[src/rtl/prt_pkg.sv]
// Package for the PWM reload timer and tick unit: register map, field positions, carriers
package prt_pkg;

  // ----------------------------------------------------------------
  // Register indices (byte address is four times the index)
  // ----------------------------------------------------------------
  localparam logic [5:0] IDX_DUTY_CH1   = 6'h14;
  localparam logic [5:0] IDX_DUTY_CH0   = 6'h15;
  localparam logic [5:0] IDX_PWM_CTRL   = 6'h16;
  localparam logic [5:0] IDX_TMR_CSR    = 6'h17;
  localparam logic [5:0] IDX_LIVE_COUNT = 6'h18;
  localparam logic [5:0] IDX_RELOAD     = 6'h19;
  localparam logic [5:0] IDX_CAP_CSR    = 6'h1A;
  localparam logic [5:0] IDX_CAP_CH1    = 6'h1B;
  localparam logic [5:0] IDX_CAP_CH2    = 6'h1C;
  localparam logic [5:0] IDX_TICK_COUNT = 6'h36;
  localparam logic [5:0] IDX_TICK_CSR   = 6'h37;

  // ----------------------------------------------------------------
  // Field positions
  // ----------------------------------------------------------------
  localparam int CSR_EXT_CLK  = 7;
  localparam int CSR_DIV_LSB  = 4;
  localparam int CSR_RUN      = 3;
  localparam int CSR_FORCE    = 2;
  localparam int CSR_WRAP_IE  = 1;
  localparam int CSR_WRAP     = 0;
  localparam int PWM_OE_LSB   = 4;
  localparam int PWM_POL_LSB  = 0;
  localparam int CAP_EDGE_LSB = 4;
  localparam int CAP_IE_LSB   = 2;
  localparam int CAP_FLAG_LSB = 0;
  localparam int TCK_CHAIN    = 6;
  localparam int TCK_WRAP     = 5;
  localparam int TCK_IE       = 4;
  localparam int TCK_RUN      = 3;
  localparam int TCK_DIV_LSB  = 0;

  // ----------------------------------------------------------------
  // Writable bit masks and constants
  // ----------------------------------------------------------------
  localparam logic [7:0] MASK_TMR_CSR  = 8'hFA;
  localparam logic [7:0] MASK_PWM_CTRL = 8'h33;
  localparam logic [7:0] MASK_CAP_CSR  = 8'h3C;
  localparam logic [7:0] MASK_TICK_CSR = 8'h5F;
  localparam logic [7:0] RESET_BYTE    = 8'h00;
  localparam logic [7:0] COUNT_TOP     = 8'hFF;
  localparam logic [7:0] DUTY_ZERO     = 8'h00;

  // ----------------------------------------------------------------
  // Carriers
  // ----------------------------------------------------------------
  typedef struct packed {
    logic        psel;
    logic        penable;
    logic        pwrite;
    logic [7:0]  paddr;
    logic [31:0] pwdata;
  } prt_apb_req_type;

  typedef struct packed {
    logic [7:0]      tmr_csr;
    logic [7:0]      count;
    logic [7:0]      reload;
    logic [6:0]      presc;
    logic            ext_d;
    logic [1:0][7:0] duty;
    logic [1:0][7:0] shadow;
    logic [7:0]      pwm_ctrl;
    logic [7:0]      cap_csr;
    logic [1:0][7:0] cap_val;
    logic [1:0]      cap_d;
    logic [7:0]      tick;
    logic [7:0]      tick_csr;
    logic [7:0]      tick_presc;
    logic            pready;
    logic            pslverr;
    logic [31:0]     prdata;
    logic [1:0]      pwm;
    logic [1:0]      pwm_oe_n;
    logic            wrap_irq;
    logic [1:0]      cap_irq;
    logic            tick_irq;
  } prt_state_type;

endpackage

[src/rtl/prt_timer.sv]
// PWM auto-reload timer with input capture and a chainable tick unit, APB slave

// How it works
// Prescaler input is the system clock, or rising edges of ext_clk when selected.
// Counter advances once per 2^divider prescaler input ticks.
// Run bit low freezes prescaler and counter; high lets counter advance.
// Force reload reads zero; writing one loads reload value and clears prescaler.
// Wrap interrupt follows wrap flag only while wrap interrupt enable is set.
// Wrap flag sets when counter passes FFh; reading timer status clears it.
// Live count port reads and writes the running counter at any time.
// Overflow reloads the counter and starts each PWM output period.
// Each PWM pin is driven only while its own enable bit is set.
// Polarity zero: output high while count at or below shadow; one inverts.
// Polarity change reverses the PWM output immediately.
// Duty FFh holds output at 0; duty 00h holds it at 1.
// Shadow sets second edge per channel; overflow sets common first edge.
// Capture edge select zero picks falling edge, one picks rising edge.
// Capture interrupt of each channel gated by its own enable bit.
// Capture sets its flag; reading capture status clears flags; top bits zero.
// Capture event latches the counter into that channel's capture value.
// Reset clears every register except pwm_oe_n, which is set to 11: system clock selected, counter stopped.
// Tick run starts tick counting from its current value at divider rate.
// Tick counter roll from FFh to 00h sets tick flag, interrupt if enabled.
// Software may write the tick count any time; counting continues from it.
// Chain mode makes tick count the high byte of a 16-bit counter.
// Overflow copies every duty value into its compare shadow.
// Captured channel keeps its value until capture status is read.
// Tick divider divides by 2^(field+1), 2 to 256.
// Tick run low freezes tick counter and holds its prescaler reset.
// In chain mode tick count steps once per reload-timer overflow.
module prt_timer
  import prt_pkg::*;
(
  // Clock and reset
  input  wire logic        clk,
  input  wire logic        nrst,
  // APB slave
  input  wire logic        psel,
  input  wire logic        penable,
  input  wire logic        pwrite,
  input  wire logic [7:0]  paddr,
  input  wire logic [31:0] pwdata,
  output logic [31:0]      prdata,
  output logic             pready,
  output logic             pslverr,
  // Timer pins
  input  wire logic        ext_clk,
  input  wire logic [1:0]  cap_in,
  output logic [1:0]       pwm_out,
  output logic [1:0]       pwm_oe_n,
  // Interrupt requests
  output logic             wrap_irq,
  output logic [1:0]       cap_irq,
  output logic             tick_irq
);

  // ----------------------------------------------------------------
  // State
  // ----------------------------------------------------------------
  prt_state_type   s_r;
  prt_state_type   s_nxt;
  prt_apb_req_type req;

  logic [5:0] idx;
  logic       hit;
  logic [7:0] rd_val;
  logic       setup_ph;
  logic       done;
  logic       wr_done;
  logic       rd_done;
  logic       in_tick;
  logic [6:0] div_mask;
  logic       cnt_tick;
  logic       wrap_ev;
  logic [1:0] cap_ev;
  logic [1:0] cap_clr;
  logic [7:0] tick_mask;
  logic       tick_step;
  logic       tick_wrap;
  logic [1:0] lvl;

  assign req = '{psel: psel, penable: penable, pwrite: pwrite, paddr: paddr, pwdata: pwdata};

  // ----------------------------------------------------------------
  // Next-state logic
  // ----------------------------------------------------------------
  always_comb begin
    s_nxt    = s_r;
    idx      = req.paddr[7:2];
    setup_ph = req.psel & ~req.penable;
    done     = req.psel & req.penable & s_r.pready;
    wr_done  = done & req.pwrite;
    rd_done  = done & ~req.pwrite;

    // Read mux, sampled in the setup cycle so the answer comes from a flop
    hit    = (req.paddr[1:0] == 2'b00);
    rd_val = RESET_BYTE;
    unique case (idx)
      IDX_DUTY_CH1:   rd_val = s_r.duty[1];
      IDX_DUTY_CH0:   rd_val = s_r.duty[0];
      IDX_PWM_CTRL:   rd_val = s_r.pwm_ctrl;
      IDX_TMR_CSR:    rd_val = s_r.tmr_csr;
      IDX_LIVE_COUNT: rd_val = s_r.count;
      IDX_RELOAD:     rd_val = s_r.reload;
      IDX_CAP_CSR:    rd_val = s_r.cap_csr;
      IDX_CAP_CH1:    rd_val = s_r.cap_val[0];
      IDX_CAP_CH2:    rd_val = s_r.cap_val[1];
      IDX_TICK_COUNT: rd_val = s_r.tick;
      IDX_TICK_CSR:   rd_val = s_r.tick_csr;
      default:        hit    = 1'b0;
    endcase

    s_nxt.pready  = setup_ph;
    s_nxt.pslverr = setup_ph & ~hit;
    if (setup_ph) begin
      s_nxt.prdata = {24'h000000, hit ? rd_val : RESET_BYTE};
    end

    // Reload timer prescaler and counter
    s_nxt.ext_d = ext_clk;
    in_tick  = s_r.tmr_csr[CSR_EXT_CLK] ? (ext_clk & ~s_r.ext_d) : 1'b1;
    div_mask = 7'((8'h01 << s_r.tmr_csr[CSR_DIV_LSB +: 3]) - 8'h01);
    cnt_tick = s_r.tmr_csr[CSR_RUN] & in_tick & ((s_r.presc & div_mask) == div_mask);
    wrap_ev  = cnt_tick & (s_r.count == COUNT_TOP);
    if (s_r.tmr_csr[CSR_RUN] & in_tick) begin
      s_nxt.presc = s_r.presc + 7'h01;
    end
    if (cnt_tick) begin
      s_nxt.count = wrap_ev ? s_r.reload : s_r.count + 8'h01;
    end
    if (wrap_ev) begin
      s_nxt.shadow = s_r.duty;
    end

    // Tick unit
    tick_mask = 8'((9'h002 << s_r.tick_csr[TCK_DIV_LSB +: 3]) - 9'h001);
    if (s_r.tick_csr[TCK_CHAIN]) begin
      tick_step = s_r.tick_csr[TCK_RUN] & wrap_ev;
    end else begin
      tick_step = s_r.tick_csr[TCK_RUN] & ((s_r.tick_presc & tick_mask) == tick_mask);
    end
    tick_wrap = tick_step & (s_r.tick == COUNT_TOP);
    if (s_r.tick_csr[TCK_RUN] & ~s_r.tick_csr[TCK_CHAIN]) begin
      s_nxt.tick_presc = s_r.tick_presc + 8'h01;
    end else begin
      s_nxt.tick_presc = RESET_BYTE;
    end
    if (tick_step) begin
      s_nxt.tick = s_r.tick + 8'h01;
    end

    // Register writes take effect at the completing edge and win over counting
    if (wr_done & hit) begin
      unique case (idx)
        IDX_DUTY_CH1:   s_nxt.duty[1] = req.pwdata[7:0];
        IDX_DUTY_CH0:   s_nxt.duty[0] = req.pwdata[7:0];
        IDX_PWM_CTRL:   s_nxt.pwm_ctrl = req.pwdata[7:0] & MASK_PWM_CTRL;
        IDX_TMR_CSR: begin
          s_nxt.tmr_csr = (s_r.tmr_csr & ~MASK_TMR_CSR) | (req.pwdata[7:0] & MASK_TMR_CSR);
          if (req.pwdata[CSR_FORCE]) begin
            s_nxt.count = s_r.reload;
            s_nxt.presc = 7'h00;
          end
        end
        IDX_LIVE_COUNT: begin
          s_nxt.count = req.pwdata[7:0];
          s_nxt.presc = 7'h00;
        end
        IDX_RELOAD:     s_nxt.reload = req.pwdata[7:0];
        IDX_CAP_CSR:    s_nxt.cap_csr = (s_r.cap_csr & ~MASK_CAP_CSR) | (req.pwdata[7:0] & MASK_CAP_CSR);
        IDX_TICK_COUNT: s_nxt.tick = req.pwdata[7:0];
        IDX_TICK_CSR:   s_nxt.tick_csr = (s_r.tick_csr & ~MASK_TICK_CSR) | (req.pwdata[7:0] & MASK_TICK_CSR);
        default:        s_nxt.duty = s_r.duty;
      endcase
    end

    // Flags: a read clears only what it returned, a new event in the same cycle wins
    s_nxt.tmr_csr[CSR_WRAP] = (s_r.tmr_csr[CSR_WRAP]
                              & ~(rd_done & (idx == IDX_TMR_CSR) & s_r.prdata[CSR_WRAP])) | wrap_ev;
    s_nxt.tick_csr[TCK_WRAP] = (s_r.tick_csr[TCK_WRAP]
                               & ~(rd_done & (idx == IDX_TICK_CSR) & s_r.prdata[TCK_WRAP])) | tick_wrap;

    // Input capture, one pass per channel
    s_nxt.cap_d = cap_in;
    for (int i = 0; i < 2; i++) begin
      cap_ev[i]  = s_r.cap_csr[CAP_EDGE_LSB + i] ? (cap_in[i] & ~s_r.cap_d[i])
                                                 : (~cap_in[i] & s_r.cap_d[i]);
      cap_clr[i] = rd_done & (idx == IDX_CAP_CSR) & s_r.prdata[CAP_FLAG_LSB + i];
      if (cap_ev[i] & ~s_r.cap_csr[CAP_FLAG_LSB + i]) begin
        s_nxt.cap_val[i] = s_r.count;
      end
      s_nxt.cap_csr[CAP_FLAG_LSB + i] = (s_r.cap_csr[CAP_FLAG_LSB + i] & ~cap_clr[i]) | cap_ev[i];
      s_nxt.cap_irq[i] = s_nxt.cap_csr[CAP_FLAG_LSB + i] & s_nxt.cap_csr[CAP_IE_LSB + i];
    end

    // PWM outputs, taken from the next count so the pins do not lag a cycle
    for (int i = 0; i < 2; i++) begin
      if (s_nxt.shadow[i] == COUNT_TOP) begin
        lvl[i] = 1'b0;
      end else if (s_nxt.shadow[i] == DUTY_ZERO) begin
        lvl[i] = 1'b1;
      end else begin
        lvl[i] = (s_nxt.count <= s_nxt.shadow[i]);
      end
      // Polarity acts on the level directly, so a flip shows on the edge that completes the write
      s_nxt.pwm[i]      = s_nxt.pwm_ctrl[PWM_OE_LSB + i]
                          & (lvl[i] ^ s_nxt.pwm_ctrl[PWM_POL_LSB + i]);
      s_nxt.pwm_oe_n[i] = ~s_nxt.pwm_ctrl[PWM_OE_LSB + i];
    end

    s_nxt.wrap_irq = s_nxt.tmr_csr[CSR_WRAP] & s_nxt.tmr_csr[CSR_WRAP_IE];
    s_nxt.tick_irq = s_nxt.tick_csr[TCK_WRAP] & s_nxt.tick_csr[TCK_IE];
  end

  // ----------------------------------------------------------------
  // State register
  // ----------------------------------------------------------------
  always_ff @(posedge clk or negedge nrst) begin
    if (!nrst) begin
      s_r          <= '0;
      s_r.pwm_oe_n <= 2'b11;
    end else begin
      s_r <= s_nxt;
    end
  end

  assign prdata   = s_r.prdata;
  assign pready   = s_r.pready;
  assign pslverr  = s_r.pslverr;
  assign pwm_out  = s_r.pwm;
  assign pwm_oe_n = s_r.pwm_oe_n;
  assign wrap_irq = s_r.wrap_irq;
  assign cap_irq  = s_r.cap_irq;
  assign tick_irq = s_r.tick_irq;
endmodule

[config.mk]
export PLATFORM = sky130hd
export DESIGN_NAME = prt_timer
export DESIGN_NICKNAME = d
export VERILOG_FILES = /design/src/rtl/prt_pkg.sv /design/src/rtl/prt_timer.sv
export SDC_FILE = /design/constraint.sdc
export NUM_CORES = 1
export LEC_CHECK = 0
export ABC_AREA = 1
export CAP_MARGIN = 10
export CORE_MARGIN = 3
export CORE_UTILIZATION = 50
export CTS_BUF_LIST = sky130_fd_sc_hd__clkbuf_4
export CTS_CLUSTER_DIAMETER = 80
export DETAILED_ROUTE_END_ITERATION = 10
export DONT_BUFFER_PORTS = 1
export GPL_ROUTABILITY_DRIVEN = 0
export HOLD_SLACK_MARGIN = 0.02
export PLACE_DENSITY = 0.61
export SYNTH_ARGS = -nofsm -noshare
export SYNTH_HDL_FRONTEND = slang
export SYNTH_SLANG_ARGS = --single-unit
[constraint.sdc]
create_clock -name clk -period 6.1 [get_ports clk]
set_clock_uncertainty 0.05 [all_clocks]
set_input_delay 1.22 -clock clk [delete_from_list [all_inputs] [get_ports clk]]
set_output_delay 1.22 -clock clk [all_outputs]
set_load 0.02 [all_outputs]
==> impl_metrics.yaml <==
sta:
  tightestPinTransition_ns: 0.8345
  timing.final.crit_share_pct: 70.93
  slew_headroom_pct: 44.36
  final.setup.worst_slack_ns: 1.773
  setup_viol_count_final: 0
  achievable-frequency_ghz: 0.2311
  layout_min_cycle_time_ns: 4.327
  slew_violations: 0
  timing.final.hold_violations: 0
  setup_tns_after_final_layout_ns: 0
  rsz0062_at_grt: "no"
finish:
  fin_area_mm2: 0.007690
  nets: 1018
  fraction_of_layout_cells_with_a_size_suffix_above_1_pct: 6.556
  layout_common_cells: "nand2_1 (224), dfrtp_1 (130), inv_1 (121)"
  final_util_pct: 52.51
  most_frequent_standard_cell_in_the_layout_excluding_fill_and_tap_cells: "nand2_1"
  layout-area-overhead-vs-synth_pct: 2.127
logic_synthesis:
  synthDominantAreaCellType: "dfrtp_1"
  netlist_area_mm2: 0.007530
  yosys_warnings: 0
  synth-edff-count: 0
  ys_ff_latch: 132
  asyncSetResetFlopFracSynth_pct: 100.0
  synth_flop_cell: "dfrtp_1"
  synth_top_area_share_pct: 43.20
  seq_area_frac_synth_pct: 43.90
  postSynthCellCount: 961
  synthTopCellsByArea: "dfrtp_1 (43%), nand2_1 (11%), o21ai_0 (6.6%), inv_1 (6.0%), buf_4 (4.1%)"
  post_synth.cell_area_avg_um2: 7.835
  synth_cell_type_count: 52
setup_path:
  r2r_start: "s_r[161]"
  worstSetupStartpoint: "s_r[161]"
  crit_path_top_delay_cell: "dfrtp_1"
  crit_buf_inv: 1
  worst_path_largest_cell_delay_ns: 0.51
  cp_max_fo: 27
  timing.critical_path.from_type: "flip-flop"
  kind_of_end_point_of_the_critical_path: "flip-flop"
  cp.required_ns: 6.49
  crit_top_cell: "nand2_1"
  kind_of_cell_adding_the_most_delay_to_the_critical_path: "simple AND/OR/NAND/NOR gates"
  criticalPathCategory: "reg -> reg"
  worst_ep_arrival_time_ns: 4.72
grt:
  number_of_antenna_violations_at_the_first_check_in_global_routing: 1
  track_usage_pct: 24.65
  grt_first_pass_wirelength_um: 31720
  overflow_after_grt: 0
  largest_net_degree_at_the_start_of_global_routing: 133
  grt_pass1_vias: 5918
placement:
  dpl-instance-area_mm2: 0.007471
  detailed_place_hpwl_um: 14440
  pre_cts_slack_ns: 1.381
  portBuffers: 0
cts:
  post_cts.repair.setup_buffers: 0
  root_buffer: "clkbuf_4"
  cts_tree: "built"
  tritoncts.num_buffers: 17
  ctsResizeCount: 0
  tritoncts_num_sinks: 132
  worst_setup_hold_path_clk_slew_ns: 0.12
  post_cts_hold_buffer_count: 0
  worstSkewPairLatency_ns: 0.55
  clock_path_buffers: 2
  htreeDepth: 4
detailed_routing:
  drt-pass1-iter-count: 5
  route.detailed.drc: 0
  detail_route.iter0.violations: 526
  avgViaCountPerCell: 5.418
  vias: 6215
  routed_wl_um: 19530
  drt.antenna.violating_nets: 0
  routed_wire_length_per_instance_um: 17.03
min_path:
  worstHoldPathType: "in -> async"
pwr:
  power-per-cell-area_mw_per_mm2: 190.0
  leakagePower_nw: 3.697
  vdd_drop_max_mv: 0.2194
floorplanning:
  die-area_mm2: 0.01657
  design.core.area_mm2: 0.01464
  initial_core_util_pct: 51.42
  die_width_um: 128.7
  io-pin-count: 90
  die_y_um: 128.7
  row_count: 44
run_status:
  run_status: "complete, no violations"
flow_run:
  cap_viol_max_count: 0
[logic make-up after synthesis]
kind of cell	Yosys count	share of synthesized area, %
adders and majority gates	22	3.656
AOI/OAI and AO/OA	198	15.32
other	1	0.04980
and+or+nand+nor	407	23.70
xor gates and xnor gates	14	1.628
DFF	132	43.90
buffers and inverters	187	11.75
[sequential cells by signal, summed over array words and instances, names as in the netlist]
name	cells
tick_irq	1
wrap_irq	1
cap_irq	2
prdata	8
pready	1
pslverr	1
s_r	114
pwm_oe_n	2
pwm_out	2
[layer usage]
metal  vias to the layer above  routed length, um  GRT usage (%)
met3                        20               1432          6.517
met5                         -                  0              0
met2                       207               8593          36.89
met1                      2910               9275          36.01
li1                       3078                  -              -
met4                         0                227          5.683
[worst paths after layout]
| kind | endpoint | slack, ns | cells past startpoint |
|---|---|---|---|
| min in group clk | s_r[42] | 0.42 | 1 |
| worst min-delay path | s_r[137] | 0.29 | 0 |
| worst max-delay path | pwm_out[0] | 1.77 | 25 |
| max in group asynchronous | pwm_oe_n[0] | 5.44 | 0 |
| worst min register to register | s_r[42] | 0.42 | 1 |
| worst max register to register | pwm_out[0] | 1.77 | 25 |
[through the flow]
stage	instances	hold slack, ns	total power, mW
6_report	1147	0.2944	1.461
4_1_cts	1145	0.2744	1.478
2_1_floorplan	984	0.3822	0.9864
3_3_place_gp	1113	0.3974	0.9892
5_1_grt	1147	0.2572	1.527
3_5_place_dp	1113	0.4084	0.9901
[power breakdown]
group          internal (mW)  switching, mW  total, mW
Clock                  0.179          0.308      0.487
Combinational         0.0168         0.0486     0.0654
Sequential             0.895         0.0137      0.909
[cell usage after synthesis, types with 2 or more instances]
| master | count |
|---|---|
| buf_4 | 41 |
| nand2_1 | 224 |
| nor2_4 | 2 |
| nor3_2 | 2 |
| a31oi_1 | 6 |
| o22ai_1 | 9 |
| o311ai_0 | 2 |
| nand4_1 | 11 |
| dfrtp_1 | 130 |
| nand3b_1 | 2 |
| o21ai_1 | 11 |
| clkbuf_1 | 9 |
| nand3_2 | 5 |
| nand3_1 | 59 |
| nand2_2 | 8 |
| inv_1 | 121 |
| and2_1 | 2 |
| dfstp_2 | 2 |
| xnor2_1 | 4 |
| nor3b_1 | 4 |
| ha_1 | 22 |
| o211ai_1 | 6 |
| inv_2 | 6 |
| buf_2 | 6 |
| a21oi_1 | 34 |
| nor2_1 | 73 |
| a221oi_1 | 13 |
| o31ai_1 | 2 |
| a22o_1 | 6 |
| xor2_1 | 10 |
| nor3_1 | 10 |
| o21ai_0 | 99 |
[layout make-up]
class,instances,area [um^2]
fillers,1478,6954
clock buffers,23,172.7
diodes,2,5.005
repair buffers,3,22.52
multi-input cells,665,3426
well taps,184,230.2
flip-flops and latches,132,3306
inverters,129,486.7
clock inverters,9,41.29
(Power assumes the default switching activity.)
